===== src/design/tmr8_pkg.sv =====
// shared constants for the triple 8-bit interval timer
package tmr8_pkg;
   localparam int          NUM_CH        = 3;
   localparam int          NUM_DIV       = 6;
   localparam int          PRE_W         = 10;
   // exponents of the main clock dividers: ch0 {6,9}, ch1 {4,8}, ch2 {3,10}
   localparam int          DIV_EXP [NUM_DIV] = '{6, 9, 4, 8, 3, 10};
   // register addresses on the special function register port
   localparam logic [15:0] ADDR_PORT2_DIR = 16'hFF22;
   localparam logic [15:0] ADDR_MODE [NUM_CH] = '{16'hFF59, 16'hFF5C, 16'hFF5F};
   localparam logic [15:0] ADDR_CNT  [NUM_CH] = '{16'hFF50, 16'hFF51, 16'hFF52};
   localparam logic [15:0] ADDR_CMP  [NUM_CH] = '{16'hFF54, 16'hFF55, 16'hFF56};
   // reset values
   localparam logic [7:0]  MODE_RST      = 8'h00;
   localparam logic [7:0]  PORT2_DIR_RST = 8'hFF;
   localparam logic [7:0]  CNT_RST       = 8'h00;
   localparam logic [7:0]  RDATA_RST     = 8'h00;
   // writable bits of each mode register; the rest read zero
   localparam logic [7:0]  MODE_MASK [NUM_CH] = '{8'h86, 8'h86, 8'h87};
   // field positions in the mode registers
   localparam int          RUN_BIT       = 7;
   localparam int          CLKSEL_HI     = 2;
   localparam int          CLKSEL_LO     = 1;
   localparam int          OUT_EN_BIT    = 0;
   // port 2 pins used by the timers
   localparam int          DIR_EXT_BIT   = 3;
   localparam int          DIR_SQW_BIT   = 5;
   // clock source codes
   localparam logic [1:0]  SEL_DIV_A     = 2'h0;
   localparam logic [1:0]  SEL_DIV_B     = 2'h1;
   localparam logic [1:0]  SEL_SUB_RISE  = 2'h2;
   localparam logic [1:0]  SEL_FALL      = 2'h3;
   localparam int          SQW_CH        = 2;
   localparam int          EXT_CH        = 0;
endpackage : tmr8_pkg


===== src/design/count_pulse_gen.sv =====
// prescaler and edge detectors producing one-cycle count pulses
`timescale 1ns/100ps
`default_nettype none
module count_pulse_gen (
   input  wire logic                            mclk,
   input  wire logic                            rstn,
   input  wire logic                            sub_clk,
   input  wire logic                            ext_count_input,
   output logic [tmr8_pkg::NUM_DIV-1:0]         div_tick,
   output logic                                 sub_tick,
   output logic                                 ext_rise,
   output logic                                 ext_fall
);
   logic [tmr8_pkg::PRE_W-1:0]   pre_q, pre_d;
   logic [tmr8_pkg::NUM_DIV-1:0] div_q, div_d;
   logic                         sub_q, ext_q;
   logic                         sub_tick_q, sub_tick_d;
   logic                         rise_q, rise_d, fall_q, fall_d;

   // free running so every channel stays phase locked to the same prescaler
   always_comb begin
      pre_d      = pre_q + 1'b1;
      sub_tick_d = sub_clk & ~sub_q;
      rise_d     = ext_count_input & ~ext_q;
      fall_d     = ~ext_count_input & ext_q;
   end

   genvar g;
   for (g = 0; g < tmr8_pkg::NUM_DIV; g++) begin : g_div
      always_comb begin
         div_d[g] = &pre_q[tmr8_pkg::DIV_EXP[g]-1:0];
      end
   end

   always_ff @(posedge mclk or negedge rstn) begin
      if (!rstn) begin
         pre_q      <= '0;
         div_q      <= '0;
         sub_q      <= 1'b0;
         ext_q      <= 1'b0;
         sub_tick_q <= 1'b0;
         rise_q     <= 1'b0;
         fall_q     <= 1'b0;
      end else begin
         pre_q      <= pre_d;
         div_q      <= div_d;
         sub_q      <= sub_clk;
         ext_q      <= ext_count_input;
         sub_tick_q <= sub_tick_d;
         rise_q     <= rise_d;
         fall_q     <= fall_d;
      end
   end

   assign div_tick = div_q;
   assign sub_tick = sub_tick_q;
   assign ext_rise = rise_q;
   assign ext_fall = fall_q;
endmodule : count_pulse_gen
`default_nettype wire


===== src/design/timer_channel.sv =====
// one 8-bit up counter with compare and clear on match
`timescale 1ns/100ps
`default_nettype none
module timer_channel (
   input  wire logic       mclk,
   input  wire logic       rstn,
   input  wire logic       run,
   input  wire logic       tick,
   input  wire logic [7:0] compare_value,
   output logic      [7:0] counter_value,
   output logic            match_irq
);
   logic [7:0] cnt_q, cnt_d;
   logic       match_q, match_d;

   always_comb begin
      cnt_d   = cnt_q;
      match_d = 1'b0;
      if (!run) begin
         cnt_d = tmr8_pkg::CNT_RST;
      end else if (tick) begin
         if (cnt_q == compare_value) begin
            cnt_d   = tmr8_pkg::CNT_RST;
            match_d = 1'b1;
         end else begin
            cnt_d = cnt_q + 8'h01;
         end
      end
   end

   always_ff @(posedge mclk or negedge rstn) begin
      if (!rstn) begin
         cnt_q   <= tmr8_pkg::CNT_RST;
         match_q <= 1'b0;
      end else begin
         cnt_q   <= cnt_d;
         match_q <= match_d;
      end
   end

   assign counter_value = cnt_q;
   assign match_irq     = match_q;
endmodule : timer_channel
`default_nettype wire


===== src/design/triple_8bit_interval_timer.sv =====
// three 8-bit interval timers with event input and square wave output
`timescale 1ns/100ps
`default_nettype none
module triple_8bit_interval_timer (
   input  wire logic                          mclk,
   input  wire logic                          rstn,
   input  wire logic [15:0]                   sfr_addr,
   input  wire logic [7:0]                    sfr_wdata,
   input  wire logic                          sfr_wr,
   input  wire logic                          sfr_rd,
   output logic      [7:0]                    sfr_rdata,
   input  wire logic                          ext_count_input,
   input  wire logic                          sub_clk,
   output logic      [tmr8_pkg::NUM_CH-1:0]   match_irq,
   output logic                               square_wave_out,
   output logic                               square_wave_oe,
   output logic      [7:0]                    port2_direction
);
   logic [7:0]                    mode_q [tmr8_pkg::NUM_CH];
   logic [7:0]                    mode_d [tmr8_pkg::NUM_CH];
   logic [7:0]                    cmp_q  [tmr8_pkg::NUM_CH];
   logic [7:0]                    cmp_d  [tmr8_pkg::NUM_CH];
   logic [7:0]                    cnt    [tmr8_pkg::NUM_CH];
   logic [7:0]                    dir_q, dir_d;
   logic [7:0]                    rdata_q, rdata_d;
   logic                          sqw_q, sqw_d;
   logic [tmr8_pkg::NUM_CH-1:0]   run;
   logic [tmr8_pkg::NUM_CH-1:0]   tick;
   logic [tmr8_pkg::NUM_CH-1:0]   match;
   logic [tmr8_pkg::NUM_DIV-1:0]  div_tick;
   logic                          sub_tick;
   logic                          ext_rise;
   logic                          ext_fall;

   count_pulse_gen u_pulses (
      .mclk            (mclk),
      .rstn            (rstn),
      .sub_clk         (sub_clk),
      .ext_count_input (ext_count_input),
      .div_tick        (div_tick),
      .sub_tick        (sub_tick),
      .ext_rise        (ext_rise),
      .ext_fall        (ext_fall)
   );

   genvar g;
   for (g = 0; g < tmr8_pkg::NUM_CH; g++) begin : g_ch
      // register writes; software must stop the counter first, not enforced
      always_comb begin
         mode_d[g] = mode_q[g];
         cmp_d[g]  = cmp_q[g];
         if (sfr_wr && sfr_addr == tmr8_pkg::ADDR_MODE[g]) begin
            mode_d[g] = sfr_wdata & tmr8_pkg::MODE_MASK[g];
         end
         if (sfr_wr && sfr_addr == tmr8_pkg::ADDR_CMP[g]) begin
            cmp_d[g] = sfr_wdata;
         end
      end

      always_ff @(posedge mclk or negedge rstn) begin
         if (!rstn) begin
            mode_q[g] <= tmr8_pkg::MODE_RST;
         end else begin
            mode_q[g] <= mode_d[g];
         end
      end

      // compare has no reset; its value is undefined until written
      always_ff @(posedge mclk) begin
         cmp_q[g] <= cmp_d[g];
      end

      // source select per channel
      always_comb begin
         run[g] = mode_q[g][tmr8_pkg::RUN_BIT];
         case (mode_q[g][tmr8_pkg::CLKSEL_HI:tmr8_pkg::CLKSEL_LO])
            tmr8_pkg::SEL_DIV_A:    tick[g] = div_tick[2*g];
            tmr8_pkg::SEL_DIV_B:    tick[g] = div_tick[2*g+1];
            tmr8_pkg::SEL_SUB_RISE: tick[g] = (g == tmr8_pkg::EXT_CH) ? ext_rise : sub_tick;
            tmr8_pkg::SEL_FALL:     tick[g] = (g == tmr8_pkg::EXT_CH) ? ext_fall : 1'b0;
            default:                tick[g] = 1'b0;
         endcase
      end

      timer_channel u_ch (
         .mclk          (mclk),
         .rstn          (rstn),
         .run           (run[g]),
         .tick          (tick[g]),
         .compare_value (cmp_q[g]),
         .counter_value (cnt[g]),
         .match_irq     (match[g])
      );
   end

   // port direction, square wave and read data
   always_comb begin
      dir_d   = dir_q;
      sqw_d   = sqw_q;
      rdata_d = tmr8_pkg::RDATA_RST;
      if (sfr_wr && sfr_addr == tmr8_pkg::ADDR_PORT2_DIR) begin
         dir_d = sfr_wdata;
      end
      // toggles on the registered match, so the pin lags the interrupt by a clock
      if (!run[tmr8_pkg::SQW_CH] || !mode_q[tmr8_pkg::SQW_CH][tmr8_pkg::OUT_EN_BIT]) begin
         sqw_d = 1'b0;
      end else if (match[tmr8_pkg::SQW_CH]) begin
         sqw_d = ~sqw_q;
      end
      if (sfr_rd) begin
         if (sfr_addr == tmr8_pkg::ADDR_PORT2_DIR) begin
            rdata_d = dir_q;
         end
         for (int i = 0; i < tmr8_pkg::NUM_CH; i++) begin
            if (sfr_addr == tmr8_pkg::ADDR_MODE[i]) begin
               rdata_d = mode_q[i];
            end
            if (sfr_addr == tmr8_pkg::ADDR_CNT[i]) begin
               rdata_d = cnt[i];
            end
            if (sfr_addr == tmr8_pkg::ADDR_CMP[i]) begin
               rdata_d = cmp_q[i];
            end
         end
      end
   end

   always_ff @(posedge mclk or negedge rstn) begin
      if (!rstn) begin
         dir_q   <= tmr8_pkg::PORT2_DIR_RST;
         sqw_q   <= 1'b0;
         rdata_q <= tmr8_pkg::RDATA_RST;
      end else begin
         dir_q   <= dir_d;
         sqw_q   <= sqw_d;
         rdata_q <= rdata_d;
      end
   end

   assign sfr_rdata       = rdata_q;
   assign match_irq       = match;
   assign square_wave_out = sqw_q;
   assign square_wave_oe  = mode_q[tmr8_pkg::SQW_CH][tmr8_pkg::OUT_EN_BIT];
   assign port2_direction = dir_q;

   // checks
   property p_stop_hold;
      @(posedge mclk) disable iff (!rstn)
      !run[0] |=> (cnt[0] == 8'h00);
   endproperty
   a_stop_hold: assert property (p_stop_hold) else $error("stopped counter not held at zero");

   property p_ext_rise;
      @(posedge mclk) disable iff (!rstn)
      (mode_q[0][2:1] == 2'h2 && $rose(ext_count_input)) |=> tick[0];
   endproperty
   a_ext_rise: assert property (p_ext_rise) else $error("rising edge not counted");

   property p_mode_zero_bits;
      @(posedge mclk) disable iff (!rstn)
      sfr_wr |=> (mode_q[0][6:3] == 4'h0 && mode_q[1][6:3] == 4'h0 && mode_q[2][6:3] == 4'h0);
   endproperty
   a_mode_zero_bits: assert property (p_mode_zero_bits) else $error("mode reserved bits set");

   property p_dir_reset;
      @(posedge mclk) disable iff (!rstn)
      $rose(rstn) |-> (dir_q == 8'hFF);
   endproperty
   a_dir_reset: assert property (p_dir_reset) else $error("direction register not FF after reset");

   property p_match_clear;
      @(posedge mclk) disable iff (!rstn)
      (run[1] && tick[1] && cnt[1] == cmp_q[1]) |=> (cnt[1] == 8'h00);
   endproperty
   a_match_clear: assert property (p_match_clear) else $error("counter not cleared on match");

   property p_match_irq;
      @(posedge mclk) disable iff (!rstn)
      (run[0] && tick[0] && cnt[0] == cmp_q[0]) |=> match_irq[0] ##1 !match_irq[0];
   endproperty
   a_match_irq: assert property (p_match_irq) else $error("match interrupt missing or too long");

   property p_count_up;
      @(posedge mclk) disable iff (!rstn)
      (run[2] && tick[2] && cnt[2] != cmp_q[2]) |=> (cnt[2] == $past(cnt[2]) + 8'h01);
   endproperty
   a_count_up: assert property (p_count_up) else $error("counter did not step by one");

   property p_sqw_toggle;
      @(posedge mclk) disable iff (!rstn)
      (match[2] && run[2] && mode_q[2][0]) |=> (sqw_q != $past(sqw_q));
   endproperty
   a_sqw_toggle: assert property (p_sqw_toggle) else $error("square wave did not invert");

   property p_sqw_stop;
      @(posedge mclk) disable iff (!rstn)
      !run[2] |=> !sqw_q;
   endproperty
   a_sqw_stop: assert property (p_sqw_stop) else $error("square wave not forced low");

   property p_ext_fall;
      @(posedge mclk) disable iff (!rstn)
      (mode_q[0][2:1] == 2'h3 && $fell(ext_count_input)) |=> tick[0];
   endproperty
   a_ext_fall: assert property (p_ext_fall) else $error("falling edge not counted");

   property p_no_source;
      @(posedge mclk) disable iff (!rstn)
      (mode_q[1][2:1] == 2'h3) |-> !tick[1];
   endproperty
   a_no_source: assert property (p_no_source) else $error("unused clock code produced a count");

   property p_sub_count1;
      @(posedge mclk) disable iff (!rstn)
      (mode_q[1][2:1] == 2'h2 && $rose(sub_clk)) |=> tick[1];
   endproperty
   a_sub_count1: assert property (p_sub_count1) else $error("subclock edge not counted on counter 1");

   property p_sub_count2;
      @(posedge mclk) disable iff (!rstn)
      (mode_q[2][2:1] == 2'h2 && $rose(sub_clk)) |=> tick[2];
   endproperty
   a_sub_count2: assert property (p_sub_count2) else $error("subclock edge not counted on counter 2");

   property p_oe_low;
      @(posedge mclk) disable iff (!rstn)
      !square_wave_oe |=> !square_wave_out;
   endproperty
   a_oe_low: assert property (p_oe_low) else $error("square wave high with output disabled");

   property p_dir_write;
      @(posedge mclk) disable iff (!rstn)
      (sfr_wr && sfr_addr == tmr8_pkg::ADDR_PORT2_DIR) |=> (port2_direction == $past(sfr_wdata));
   endproperty
   a_dir_write: assert property (p_dir_write) else $error("direction write lost");

   property p_dir_hold;
      @(posedge mclk) disable iff (!rstn)
      !(sfr_wr && sfr_addr == tmr8_pkg::ADDR_PORT2_DIR) |=> $stable(port2_direction);
   endproperty
   a_dir_hold: assert property (p_dir_hold) else $error("direction changed without a write");

   property p_cnt_hold;
      @(posedge mclk) disable iff (!rstn)
      (run[1] && !tick[1]) |=> (cnt[1] == $past(cnt[1]));
   endproperty
   a_cnt_hold: assert property (p_cnt_hold) else $error("counter moved without a count pulse");

   property p_no_spurious;
      @(posedge mclk) disable iff (!rstn)
      !(run[1] && tick[1] && cnt[1] == cmp_q[1]) |=> !match_irq[1];
   endproperty
   a_no_spurious: assert property (p_no_spurious) else $error("interrupt without a match");

   property p_sqw_hold;
      @(posedge mclk) disable iff (!rstn)
      (!match[2] && run[2] && mode_q[2][0]) |=> $stable(sqw_q);
   endproperty
   a_sqw_hold: assert property (p_sqw_hold) else $error("square wave moved without a match");

   property p_stop_hold2;
      @(posedge mclk) disable iff (!rstn)
      !run[2] |=> (cnt[2] == 8'h00);
   endproperty
   a_stop_hold2: assert property (p_stop_hold2) else $error("stopped counter 2 not held at zero");

   property p_irq_pulse2;
      @(posedge mclk) disable iff (!rstn)
      match_irq[2] |=> !match_irq[2];
   endproperty
   a_irq_pulse2: assert property (p_irq_pulse2) else $error("counter 2 interrupt longer than a clock");

   property p_mode_write;
      @(posedge mclk) disable iff (!rstn)
      (sfr_wr && sfr_addr == tmr8_pkg::ADDR_MODE[1]) |=> (mode_q[1] == ($past(sfr_wdata) & 8'h86));
   endproperty
   a_mode_write: assert property (p_mode_write) else $error("mode write not masked");

   property p_mode_read;
      @(posedge mclk) disable iff (!rstn)
      (sfr_rd && sfr_addr == tmr8_pkg::ADDR_MODE[0]) |=> (sfr_rdata[6:3] == 4'h0);
   endproperty
   a_mode_read: assert property (p_mode_read) else $error("mode reserved bits read nonzero");

   c_sub_count: cover property (@(posedge mclk) disable iff (!rstn) run[2] && sub_tick && mode_q[2][2:1] == 2'h2);
   c_sqw_low: cover property (@(posedge mclk) disable iff (!rstn) $fell(square_wave_out));
   c_match0: cover property (@(posedge mclk) disable iff (!rstn) match_irq[0]);
   c_sqw_high: cover property (@(posedge mclk) disable iff (!rstn) $rose(square_wave_out));
   c_ext_count: cover property (@(posedge mclk) disable iff (!rstn) run[0] && ext_fall && mode_q[0][2:1] == 2'h3);
endmodule : triple_8bit_interval_timer
`default_nettype wire


===== config.mk =====
export PLATFORM = sky130hd
export DESIGN_NAME = triple_8bit_interval_timer
export DESIGN_NICKNAME = d
export VERILOG_FILES = /design/src/design/tmr8_pkg.sv /design/src/design/count_pulse_gen.sv /design/src/design/timer_channel.sv /design/src/design/triple_8bit_interval_timer.sv
export SDC_FILE = /design/constraint.sdc
export NUM_CORES = 1
export LEC_CHECK = 0
export ABC_CLOCK_PERIOD_IN_PS = 3600
export BUFFER_PORTS_ARGS = -buffer_cell sky130_fd_sc_hd__buf_2
export CAP_MARGIN = 20
export CORE_MARGIN = 10
export CORE_UTILIZATION = 64
export CTS_CLUSTER_DIAMETER = 150
export CTS_CLUSTER_SIZE = 16
export DETAILED_ROUTE_END_ITERATION = 12
export PLACE_DENSITY = 0.92
export SETUP_SLACK_MARGIN = 0.05
export SYNTH_ARGS = -nofsm -noshare
export SYNTH_HDL_FRONTEND = slang
export SYNTH_HIERARCHICAL = 1
export SYNTH_SLANG_ARGS = --single-unit

===== constraint.sdc =====
create_clock -name mclk -period 3.6 [get_ports mclk]
set_input_delay 0.36 -clock mclk [delete_from_list [all_inputs] [get_ports mclk]]
set_output_delay 0.36 -clock mclk [all_outputs]
set_load 0.005 [all_outputs]

==> results.py, run 1 <==
metrics = {
    "power_and_ir_drop": {
        "combinationalPowerShare": 0.050,
        "power.sequential.fraction": 0.585,
        "worst_ir_drop_vdd_uv": 205,
        "power.clock.fraction": 0.365,
        "p_int_mw": 1.46,
        "power.density_nw_per_um2": 342,
        "finalPower_mw": 1.97,
        "leakagePower_nw": 2.36,
        "power.switching_fraction": 0.261,
        "power.switching_mw": 0.514,
    },
    "global_route": {
        "grt_overflow": 0,
        "global_route_met3_usage": 0.0557,
        "grt_max_degree": 76,
        "busiest_layer": "met2",
        "globalRouteMet1Util": 0.262,
        "use_met2": 0.334,
        "grt_first_pass_wirelength_mm": 21.1,
        "grt_antenna_before_repair": 0,
        "first_global_vias": 3918,
        "grt_usage": 0.210,
    },
    "setup_path": {
        "rr_endpoint": "g_ch[0].u_ch/counter_value[7]",
        "critical_path.cell_chain": "buf_2 > nand4b_1 > nor4_2 > buf_4 > nand2_1 > nor2_1",
        "reg2reg_slack_ps": 1800,
        "worst_path_max_delay_cell": "sky130_fd_sc_hd__nor2_1",
        "cp_num_buf_inv": 2,
        "reg2regPathDepth": 5,
        "path_class": "primary input to flip-flop",
        "cp-start-kind": "primary input",
        "endpoint_kind": "flip-flop",
        "crit_required_ps": 3620,
        "arrival_time_at_the_worst_endpoint_ps": 2130,
        "path_max_fanout": 23,
        "cpLargestDelayFamily": "simple AND/OR/NAND/NOR gates",
        "crit-reg2reg-launch": "mode_q[17]",
        "max_stage_delay_ps": 600,
    },
    "synth": {
        "yosys-top-cells-area": "sky130_fd_sc_hd__dfrtp_1, sky130_fd_sc_hd__edfxtp_1, sky130_fd_sc_hd__xnor2_1, sky130_fd_sc_hd__dfstp_2, sky130_fd_sc_hd__mux2_2",
        "synth-main-ff-cell": "sky130_fd_sc_hd__dfrtp_1",
        "netlist.area_leader.share": 0.318,
        "post_synth_instance_area_um2": 5280,
        "post_synth_inst_count": 441,
        "seq_total_area_yosys": 0.494,
        "post_synth_num_cell_types": 72,
        "synth.avg_cell_area_um2": 12.0,
        "synth-edff-count": 24,
        "mappedNetlistNets": 477,
        "async_flop_share": 0.758,
        "yosysWarningCount": 6,
        "ys_ff_latch": 99,
        "synth_top_cell_by_area": "sky130_fd_sc_hd__dfrtp_1",
    },
    "drt": {
        "via_count": 3990,
        "detail_route.vias_per_cell": 6.71,
        "drt_first_iter_violations": 513,
        "wl_mm": 13.1,
        "dr.pass1.iters": 6,
        "remaining_drc_errors": 0,
        "route.detailed.wl_per_inst_um": 22.0,
        "ant_nets": 0,
    },
    "clock_tree": {
        "postCtsSetupBuffers": 0,
        "tritoncts": "done",
        "cts_made_buffers": 9,
        "cts.path.max_buffers": 2,
        "postCtsHoldBufs": 0,
        "cts.reportedPaths.clkPinSlew_ps": 100,
        "clock-root-buffer": "sky130_fd_sc_hd__clkbuf_8",
        "tritoncts_num_sinks": 99,
        "worstSkewPairLatency_ps": 380,
        "post_cts.resized_instances": 0,
        "cts_max_level": 3,
    },
    "cells_and_area": {
        "syn_to_final_growth_pct": 9.37,
        "nNetsFinal": 521,
        "antenna_cells": 0,
        "post_route_cells_drive_above_1_share": 0.284,
        "final_core_utilization": 0.709,
        "number_of_fill_cells_in_the_layout": 583,
    },
    "place": {
        "detailed_placement_hpwl_mm": 9.57,
        "place_worst_setup_slack_ps": 1130,
        "finalWeightedCongestion": 0.972,
        "placement.io_buffers": 50,
    },
    "timing": {
        "finalWorstPathRequiredPeriod_ps": 2110,
        "finalSetupTns_ps": 0,
        "max_slew_margin": 0.360,
        "report.final.setup_viol": 0,
        "timing_hold_violations_final": 0,
        "max_slew.worst_pin.slew_ps": 960,
        "final-max-slew-violation-count": 0,
        "fin_worst_skew_ps": 12.9,
        "fmax_mhz": 475,
        "grt_setup_unrepaired": "no",
        "timing.final.crit_share": 0.585,
        "setup_slack_ps": 1490,
    },
    "floorplanning": {
        "die_w_um": 111,
        "start_util": 0.649,
        "chipHeight_um": 111,
        "boundaryPins": 51,
        "floorplan.core_area_um2": 8130,
        "placementRows": 33,
        "fp.dieArea_um2": 12300,
    },
    "run_status": {
        "outcome": "complete, no violations",
    },
    "min_path": {
        "hp-class": "primary input to asynchronous set/reset pin",
    },
    "flow_run": {
        "maxCapViolations": 0,
    },
}
final cells by class:
| type | instances | area [µm²] | area share |
|---|---|---|---|
| Sequential cell | 99 | 2610 | 0.452 |
| Multi-Input combinational cell | 312 | 2510 | 0.436 |
| Tap cell | 105 | 131 | 0.0228 |
| Clock inverter | 7 | 77.6 | 0.0134 |
| Inverter | 9 | 33.8 | 0.00585 |
| Timing Repair Buffer | 54 | 283 | 0.0490 |
| Clock buffer | 9 | 124 | 0.0215 |
placed cells by master (no fill, tap or decap), types with 8 or more instances in the layout:
cell type	count
sky130_fd_sc_hd__and3_1	13
sky130_fd_sc_hd__nand4_2	9
sky130_fd_sc_hd__clkbuf_8	9
sky130_fd_sc_hd__dfstp_2	8
sky130_fd_sc_hd__nor2b_1	12
sky130_fd_sc_hd__inv_1	8
sky130_fd_sc_hd__nand2b_1	14
sky130_fd_sc_hd__xor2_1	14
sky130_fd_sc_hd__a21oi_1	15
sky130_fd_sc_hd__o21ai_0	10
sky130_fd_sc_hd__a211oi_1	9
sky130_fd_sc_hd__buf_2	49
sky130_fd_sc_hd__nand2_1	18
sky130_fd_sc_hd__xnor2_1	26
sky130_fd_sc_hd__nor2_1	22
sky130_fd_sc_hd__mux2_2	14
sky130_fd_sc_hd__dfrtp_1	67
sky130_fd_sc_hd__o211ai_1	9
sky130_fd_sc_hd__edfxtp_1	24
sky130_fd_sc_hd__o221ai_1	9
power by group through the flow:
stage          Combinational [mW]  Sequential [mW]  Clock (mW)
6_report                   0.0985             1.15       0.720
5_1_grt                     0.106             1.15       0.767
4_1_cts                    0.0965             1.15       0.722
3_5_place_dp               0.0960             1.18           0
3_3_place_gp               0.0935             1.18           0
2_1_floorplan              0.0418             1.18           0
worst max-delay path by stage:
stage	from	endpoint	slack [ps]	cells after the start
2_1_floorplan	sfr_addr[5]	cmp_q[0][16]	1300	5
3_3_place_gp	sfr_addr[2]	cmp_q[0][16]	1250	6
3_5_place_dp	sfr_addr[2]	cmp_q[0][17]	1130	6
4_1_cts	sfr_addr[2]	cmp_q[0][22]	1510	6
5_1_grt	sfr_addr[2]	cmp_q[0][22]	1370	6
6_report	sfr_addr[2]	cmp_q[0][22]	1490	6
routing by layer:
layer	up-vias	part of all wire
met5	-	0
met4	0	0.047
met3	53	0.082
met2	211	0.48
met1	1964	0.39
li1	1762	-
metrics by stage:
stage | instances | instance area (µm²) | hold slack, ps
final | 595 | 5770 | 83.3
after detailed placement | 579 | 5570 | 400
after global placement | 579 | 5570 | 384
after global routing | 595 | 5770 | 79.7
after floorplan | 441 | 5280 | 64.4
after CTS | 595 | 5770 | 92.8
registers in the layout, summed over array words and instances (netlist names), 3 cells and up:
signal	cells
cmp_q	24
g_ch.u_ch/counter_value	24
g_ch.u_ch/match_irq	3
mode_q	9
port2_direction	8
sfr_rdata	8
u_pulses/div_tick	6
u_pulses/pre_q	10
logic make-up after synthesis:
| group | count (synthesis) | synth area share |
|---|---|---|
| simple gates | 132 | 0.173 |
| compound gates | 106 | 0.152 |
| flops | 99 | 0.494 |
| xor+xnor | 46 | 0.0849 |
| buf+inv | 30 | 0.0306 |
| mux | 22 | 0.0512 |
| fa+ha+maj | 6 | 0.0142 |
cells in the mapped netlist, types with 5 or more instances:
cell	number
sky130_fd_sc_hd__nand2b_1	14
sky130_fd_sc_hd__edfxtp_1	24
sky130_fd_sc_hd__nand2_1	18
sky130_fd_sc_hd__xnor2_1	26
sky130_fd_sc_hd__o22ai_1	6
sky130_fd_sc_hd__mux2_2	14
sky130_fd_sc_hd__ha_1	6
sky130_fd_sc_hd__dfrtp_1	67
sky130_fd_sc_hd__o21ai_0	10
sky130_fd_sc_hd__nand4_1	5
sky130_fd_sc_hd__dfstp_2	8
sky130_fd_sc_hd__a32o_1	7
sky130_fd_sc_hd__a22oi_1	6
sky130_fd_sc_hd__xor2_1	14
sky130_fd_sc_hd__nand4_2	9
sky130_fd_sc_hd__xnor2_2	6
sky130_fd_sc_hd__and3_1	13
sky130_fd_sc_hd__o221ai_1	9
sky130_fd_sc_hd__clkbuf_1	8
sky130_fd_sc_hd__o2111ai_1	6
sky130_fd_sc_hd__a211oi_1	9
sky130_fd_sc_hd__nor2b_1	12
sky130_fd_sc_hd__a211oi_2	6
sky130_fd_sc_hd__o211ai_1	9
sky130_fd_sc_hd__a21oi_1	15
sky130_fd_sc_hd__inv_1	8
sky130_fd_sc_hd__nand3_1	5
sky130_fd_sc_hd__nor2_1	22
Power figures use the tool's default switching activity.
==> run 2, diff against run 1 <==
--- a/config.mk
+++ b/config.mk
@@ -5,15 +5,15 @@
 export SDC_FILE = /design/constraint.sdc
 export NUM_CORES = 1
 export LEC_CHECK = 0
-export ABC_CLOCK_PERIOD_IN_PS = 3600
+export ABC_CLOCK_PERIOD_IN_PS = 1900
 export BUFFER_PORTS_ARGS = -buffer_cell sky130_fd_sc_hd__buf_2
 export CAP_MARGIN = 20
 export CORE_MARGIN = 10
-export CORE_UTILIZATION = 64
+export CORE_UTILIZATION = 54
 export CTS_CLUSTER_DIAMETER = 150
 export CTS_CLUSTER_SIZE = 16
 export DETAILED_ROUTE_END_ITERATION = 12
-export PLACE_DENSITY = 0.92
+export PLACE_DENSITY = 0.84
 export SETUP_SLACK_MARGIN = 0.05
 export SYNTH_ARGS = -nofsm -noshare
 export SYNTH_HDL_FRONTEND = slang
==> constraint.sdc (replaced) <==
create_clock -name mclk -period 1.9 [get_ports mclk]
set_input_delay 0.19 -clock mclk [delete_from_list [all_inputs] [get_ports mclk]]
set_output_delay 0.19 -clock mclk [all_outputs]
set_load 0.005 [all_outputs]
==> run 2 against run 1 <==
Compared with the run above:
- critical path depth is 1 higher
- utilization down 7.5 points
- sequential power up 90%
- wire length rose by 0.48%
- register-to-register slack got worse by 1700 ps
- design area rose by 6.0%
- via count up 1.7%
- hold slack lost 13 ps
- global-route usage down 2.3 points
- cell count rose by 11%
- non-clock buffer count increased by 36
- combinational power grew 120%
- critical endpoint is now g_ch[2].u_ch/counter_value[4]
- largest cell class unchanged
- largest power group unchanged
==> results.py, run 2 (synthesis results as in run 1) <==
metrics = {
    "drt": {
        "dr.pass1.iters": 7,
        "ant_nets": 0,
        "via_count": 4057,
        "route.detailed.wl_per_inst_um": 19.9,
        "drt_first_iter_violations": 422,
        "wl_mm": 13.1,
        "detail_route.vias_per_cell": 6.16,
        "remaining_drc_errors": 0,
    },
    "cells_and_area": {
        "layout_commonest_cell": "sky130_fd_sc_hd__dfrtp_1",
        "nNetsFinal": 557,
        "final_cell_mix": "sky130_fd_sc_hd__dfrtp_1, sky130_fd_sc_hd__buf_2, sky130_fd_sc_hd__buf_4",
        "syn_to_final_growth_pct": 15.9,
        "post_route_cells_drive_above_1_share": 0.333,
        "antenna_cells": 0,
        "final_core_utilization": 0.634,
        "final_cell_area_um2": 6120,
    },
    "global_route": {
        "grt_usage": 0.187,
        "global_route_met3_usage": 0.0557,
        "grt_first_pass_wirelength_mm": 21.4,
        "busiest_layer": "met2",
        "use_met2": 0.299,
        "first_global_vias": 4051,
        "grt_max_degree": 51,
        "grt_overflow": 0,
        "globalRouteMet1Util": 0.238,
        "grt_antenna_before_repair": 0,
    },
    "setup_path": {
        "critical_path.cell_chain": "mux2i_1 > o21ai_0 > buf_4 > buf_4 > o2111ai_1 > xor2_1 > a211oi_1",
        "endpoint_kind": "flip-flop",
        "path_max_fanout": 6,
        "timing.critical_path.mode_cell": "sky130_fd_sc_hd__buf_4",
        "path_class": "flip-flop to flip-flop",
        "worst_path_max_delay_cell": "sky130_fd_sc_hd__dfrtp_1",
        "timing.critical_path.from": "mode_q[1]",
        "crit_required_ps": 2200,
        "max_stage_delay_ps": 490,
        "cp-start-kind": "flip-flop",
        "cpLargestDelayFamily": "compound AO/OA/AOI/OAI gates",
        "arrival_time_at_the_worst_endpoint_ps": 2110,
        "crit-reg2reg-launch": "mode_q[1]",
        "cp_num_buf_inv": 2,
    },
    "clock_tree": {
        "cts_max_level": 3,
        "cts_made_buffers": 9,
        "cts.reportedPaths.clkPinSlew_ps": 100,
        "cts.path.max_buffers": 2,
        "worstSkewPairLatency_ps": 390,
        "clock-root-buffer": "sky130_fd_sc_hd__clkbuf_8",
        "tritoncts_num_sinks": 99,
        "tritoncts": "done",
    },
    "timing": {
        "max_slew.worst_pin.slew_ps": 536,
        "setup_slack_ps": 96.5,
        "finalWorstPathRequiredPeriod_ps": 1800,
        "grt_setup_unrepaired": "yes",
        "timing.final.crit_share": 0.949,
        "fmax_mhz": 554,
        "report.final.setup_viol": 0,
        "timing_hold_violations_final": 0,
        "fin_worst_skew_ps": 14.4,
        "final-max-slew-violation-count": 0,
        "max_slew_margin": 0.639,
    },
    "floorplanning": {
        "fp.dieArea_um2": 14100,
        "floorplan.core_area_um2": 9640,
        "start_util": 0.547,
        "die_w_um": 119,
        "boundaryPins": 51,
        "chipHeight_um": 119,
        "placementRows": 36,
    },
    "power_and_ir_drop": {
        "finalPower_mw": 3.77,
        "power.density_nw_per_um2": 617,
        "worst_ir_drop_vdd_uv": 458,
        "leakagePower_nw": 2.56,
    },
    "place": {
        "detailed_placement_hpwl_mm": 9.80,
        "placedInstanceArea_um2": 5840,
        "place_worst_setup_slack_ps": -25.6,
        "placement.io_buffers": 50,
        "finalWeightedCongestion": 0.997,
    },
    "min_path": {
        "hp-class": "primary input to flip-flop",
        "hp-start": "sfr_wdata[5]",
    },
    "flow_run": {
        "maxCapViolations": 0,
    },
    "run_status": {
        "outcome": "complete, no violations",
    },
}
run 2: changes by cell type in the layout (fill, tap and decap cells not counted), sizes merged:
| cell | previous run | this run |
|---|---|---|
| buf | 54 | 87 |
| clkinv | 3 | 2 |
| clkbuf | 9 | 12 |
| dlygate4sd3 | 0 | 3 |
| inv | 13 | 11 |
run 2: timing repair:
| item | 4_1_cts | 5_1_grt |
|---|---|---|
| hold buffers | 3 | 0 |
| setup buffers | 0 | 6 |
| endpoints found under the setup margin | 0 | 6 |
| gates resized for setup | 0 | 0 |
| hold endpoints to repair | 28 | 0 |
run 2: cell type report:
| class | instances | area, µm² |
|---|---|---|
| clock inverter | 4 | 28.8 |
| tap | 133 | 166 |
| clock buffer | 12 | 176 |
| timing repair buffer | 90 | 573 |
| multi-input combinational | 312 | 2530 |
| inverter | 9 | 33.8 |
| sequential | 99 | 2610 |
| fill | 751 | 3520 |
run 2: worst paths after layout:
check	cells past startpoint	end	slack, ps
max	7	g_ch[2].u_ch/counter_value[4]	100
min	1	cmp_q[0][21]	70
max reg2reg	7	g_ch[2].u_ch/counter_value[4]	100
min reg2reg	1	u_pulses/sub_tick	400
max in group asynchronous	3	square_wave_out	1070
min in group asynchronous	2	u_pulses/ext_q	250
run 2: power by group:
part	switching (mW)	internal (mW)	total (mW)	leakage, nW
sequential	0.00209	2.18	2.18	1.21
combinational	0.137	0.0795	0.216	1.24
clock	0.737	0.633	1.37	0.108
run 2: per-stage QoR:
step	hold slack [ps]	cells	setup TNS [ps]
2_1_floorplan	-106	441	-8.79
3_3_place_gp	113	634	-19.5
3_5_place_dp	123	634	-44.4
4_1_cts	45.4	653	0
5_1_grt	41.8	659	0
6_report	70.3	659	0
run 2: routing by layer:
layer  up-vias  part of all wire
li1       1829                 -
met1      2021              0.43
met2       182              0.48
met3        25             0.077
met4         0             0.021
met5         -                 0
==> run 3, diff against run 2 <==
--- a/config.mk
+++ b/config.mk
@@ -13,7 +13,7 @@
 export CTS_CLUSTER_DIAMETER = 150
 export CTS_CLUSTER_SIZE = 16
 export DETAILED_ROUTE_END_ITERATION = 12
-export PLACE_DENSITY = 0.84
+export PLACE_DENSITY = 0.8
 export SETUP_SLACK_MARGIN = 0.05
 export SYNTH_ARGS = -nofsm -noshare
 export SYNTH_HDL_FRONTEND = slang
==> run 3 against run 2 <==
Compared with the run above:
- sequential share of layout area down 0.058 points
- sequential power about the same
- highest routed layer unchanged
- first-iteration DRC count is 5.2% lower
==> results.py, run 3 (synthesis results as in run 1) <==
metrics = {
    "run_status": {
        "outcome": "complete, no violations",
    },
    "drt": {
        "dr.pass1.iters": 5,
        "wl_mm": 13.2,
        "ant_nets": 0,
        "remaining_drc_errors": 0,
        "route.detailed.wl_per_inst_um": 20.2,
        "detail_route.vias_per_cell": 6.16,
        "drt_first_iter_violations": 400,
        "via_count": 4041,
    },
    "cells_and_area": {
        "antenna_cells": 0,
        "final_core_utilization": 0.636,
        "final_cell_mix": "sky130_fd_sc_hd__dfrtp_1, sky130_fd_sc_hd__buf_2, sky130_fd_sc_hd__buf_4",
        "fin_cells": 656,
        "nNetsFinal": 554,
        "layout_commonest_cell": "sky130_fd_sc_hd__dfrtp_1",
        "post_route_cells_drive_above_1_share": 0.327,
        "syn_to_final_growth_pct": 16.1,
    },
    "place": {
        "dp_cells": 633,
        "detailed_placement_hpwl_mm": 9.63,
        "placement.io_buffers": 50,
        "finalWeightedCongestion": 0.935,
    },
    "setup_path": {
        "path_max_fanout": 6,
        "rr_endpoint": "g_ch[0].u_ch/counter_value[4]",
        "endpoint": "g_ch[0].u_ch/counter_value[4]",
        "crit_required_ps": 2200,
        "reg2reg_slack_ps": 170,
        "timing.critical_path.from": "mode_q[17]",
        "worst_path_max_delay_cell": "sky130_fd_sc_hd__mux4_2",
        "cp-start-kind": "flip-flop",
        "arrival_time_at_the_worst_endpoint_ps": 2030,
        "path_class": "flip-flop to flip-flop",
        "reg2regPathDepth": 4,
        "max_stage_delay_ps": 620,
        "endpoint_kind": "flip-flop",
        "crit-reg2reg-launch": "mode_q[17]",
        "critical_path.cell_chain": "mux4_2 > o2111ai_1 > xor2_1 > a211oi_1",
    },
    "timing": {
        "report.final.setup_viol": 0,
        "timing_hold_violations_final": 0,
        "finalWorstPathRequiredPeriod_ps": 1730,
        "final-max-slew-violation-count": 0,
        "fmax_mhz": 578,
        "grt_setup_unrepaired": "no",
        "max_slew_margin": 0.602,
        "max_slew.worst_pin.slew_ps": 590,
        "fin_worst_skew_ps": 15.8,
        "timing.final.crit_share": 0.911,
    },
    "global_route": {
        "grt_first_pass_wirelength_mm": 21.3,
        "first_global_vias": 3901,
        "grt_max_degree": 46,
        "grt_usage": 0.187,
        "grt_antenna_before_repair": 0,
        "grt_overflow": 0,
    },
    "power_and_ir_drop": {
        "power.switching_mw": 0.871,
        "leakagePower_nw": 2.55,
        "p_int_mw": 2.90,
        "power.density_nw_per_um2": 615,
        "power.clock.fraction": 0.364,
        "combinationalPowerShare": 0.056,
        "worst_ir_drop_vdd_uv": 492,
        "power.sequential.fraction": 0.580,
        "power.switching_fraction": 0.231,
    },
    "floorplanning": {
        "fp.dieArea_um2": 14100,
        "chipHeight_um": 119,
        "floorplan.core_area_um2": 9640,
        "placementRows": 36,
        "start_util": 0.547,
        "boundaryPins": 51,
        "die_w_um": 119,
    },
    "clock_tree": {
        "tritoncts": "done",
        "cts.reportedPaths.clkPinSlew_ps": 100,
        "clock-root-buffer": "sky130_fd_sc_hd__clkbuf_8",
        "cts_max_level": 3,
        "worstSkewPairLatency_ps": 390,
        "tritoncts_num_sinks": 99,
        "cts_made_buffers": 9,
        "cts.path.max_buffers": 2,
    },
    "flow_run": {
        "maxCapViolations": 0,
    },
    "min_path": {
        "hp-class": "primary input to flip-flop",
    },
}
==> run 3: worst min-delay path by stage <==
| stage | start | end | slack (ps) | depth (start not counted) |
|---|---|---|---|---|
| 5_1_grt | sfr_wdata[6] | cmp_q[0][6] | 30 | 1 |
| 3_5_place_dp | rstn | sfr_rdata[4] | 160 | 1 |
| 2_1_floorplan | rstn | g_ch[0].u_ch/counter_value[0] | -110 | 0 |
| 3_3_place_gp | rstn | sfr_rdata[4] | 150 | 1 |
| 6_report | sfr_wdata[6] | cmp_q[0][6] | 40 | 1 |
| 4_1_cts | sfr_wdata[6] | cmp_q[0][6] | 20 | 1 |
==> run 3: layer usage <==
layer | track usage | share of wire
met1 | 0.243 | 0.42
met2 | 0.293 | 0.47
met3 | 0.0590 | 0.095
met4 | 0.0611 | 0.016
met5 | 0 | 0
==> run 3: stage by stage <==
stage / setup slack [ps] / TNS (ps) / power (mW) / cell area [µm²] / hold WS, ps
after floorplan: -2.20 / -8.79 / 2.31 / 5300 / -106
after global placement: -5.09 / -5.09 / 2.43 / 5840 / 152
after detailed placement: -43.3 / -102 / 2.43 / 5840 / 155
after CTS: 111 / 0 / 3.80 / 6080 / 21.6
after global routing: 50.5 / 0 / 3.91 / 6130 / 26.7
final: 170 / 0 / 3.77 / 6130 / 37.1
==> run 3: what timing repair did <==
item,in CTS,in global routing
hold buffers,3,0
resized for setup,0,1
endpoints found under the hold margin,25,0
buffers inserted,0,3
endpoints found under the setup margin,0,4
==> run 3: layout make-up <==
type                    count  area (µm²)
multi-input cells         313        2560
clock buffers              12         178
clock inverters             4        28.8
flip-flops and latches     99        2610
repair buffers             86         556
inverters                   9        33.8
well taps                 133         166
fillers                   771        3510
==> run 3: critical path: cells and delay by family, from the launching register on <==
family | cells | cell delay (ps)
multiplexers | 1 | 620
flip-flops | 1 | 440
AO/OA/AOI/OAI | 2 | 470
XOR/XNOR | 1 | 100
==> run 3: power by group through the flow <==
stage	logic, mW	registers, mW	clock network, mW
5_1_grt	0.230	2.19	1.49
3_5_place_dp	0.205	2.23	0
6_report	0.211	2.19	1.37
3_3_place_gp	0.199	2.23	0
2_1_floorplan	0.0816	2.23	0
4_1_cts	0.210	2.18	1.40
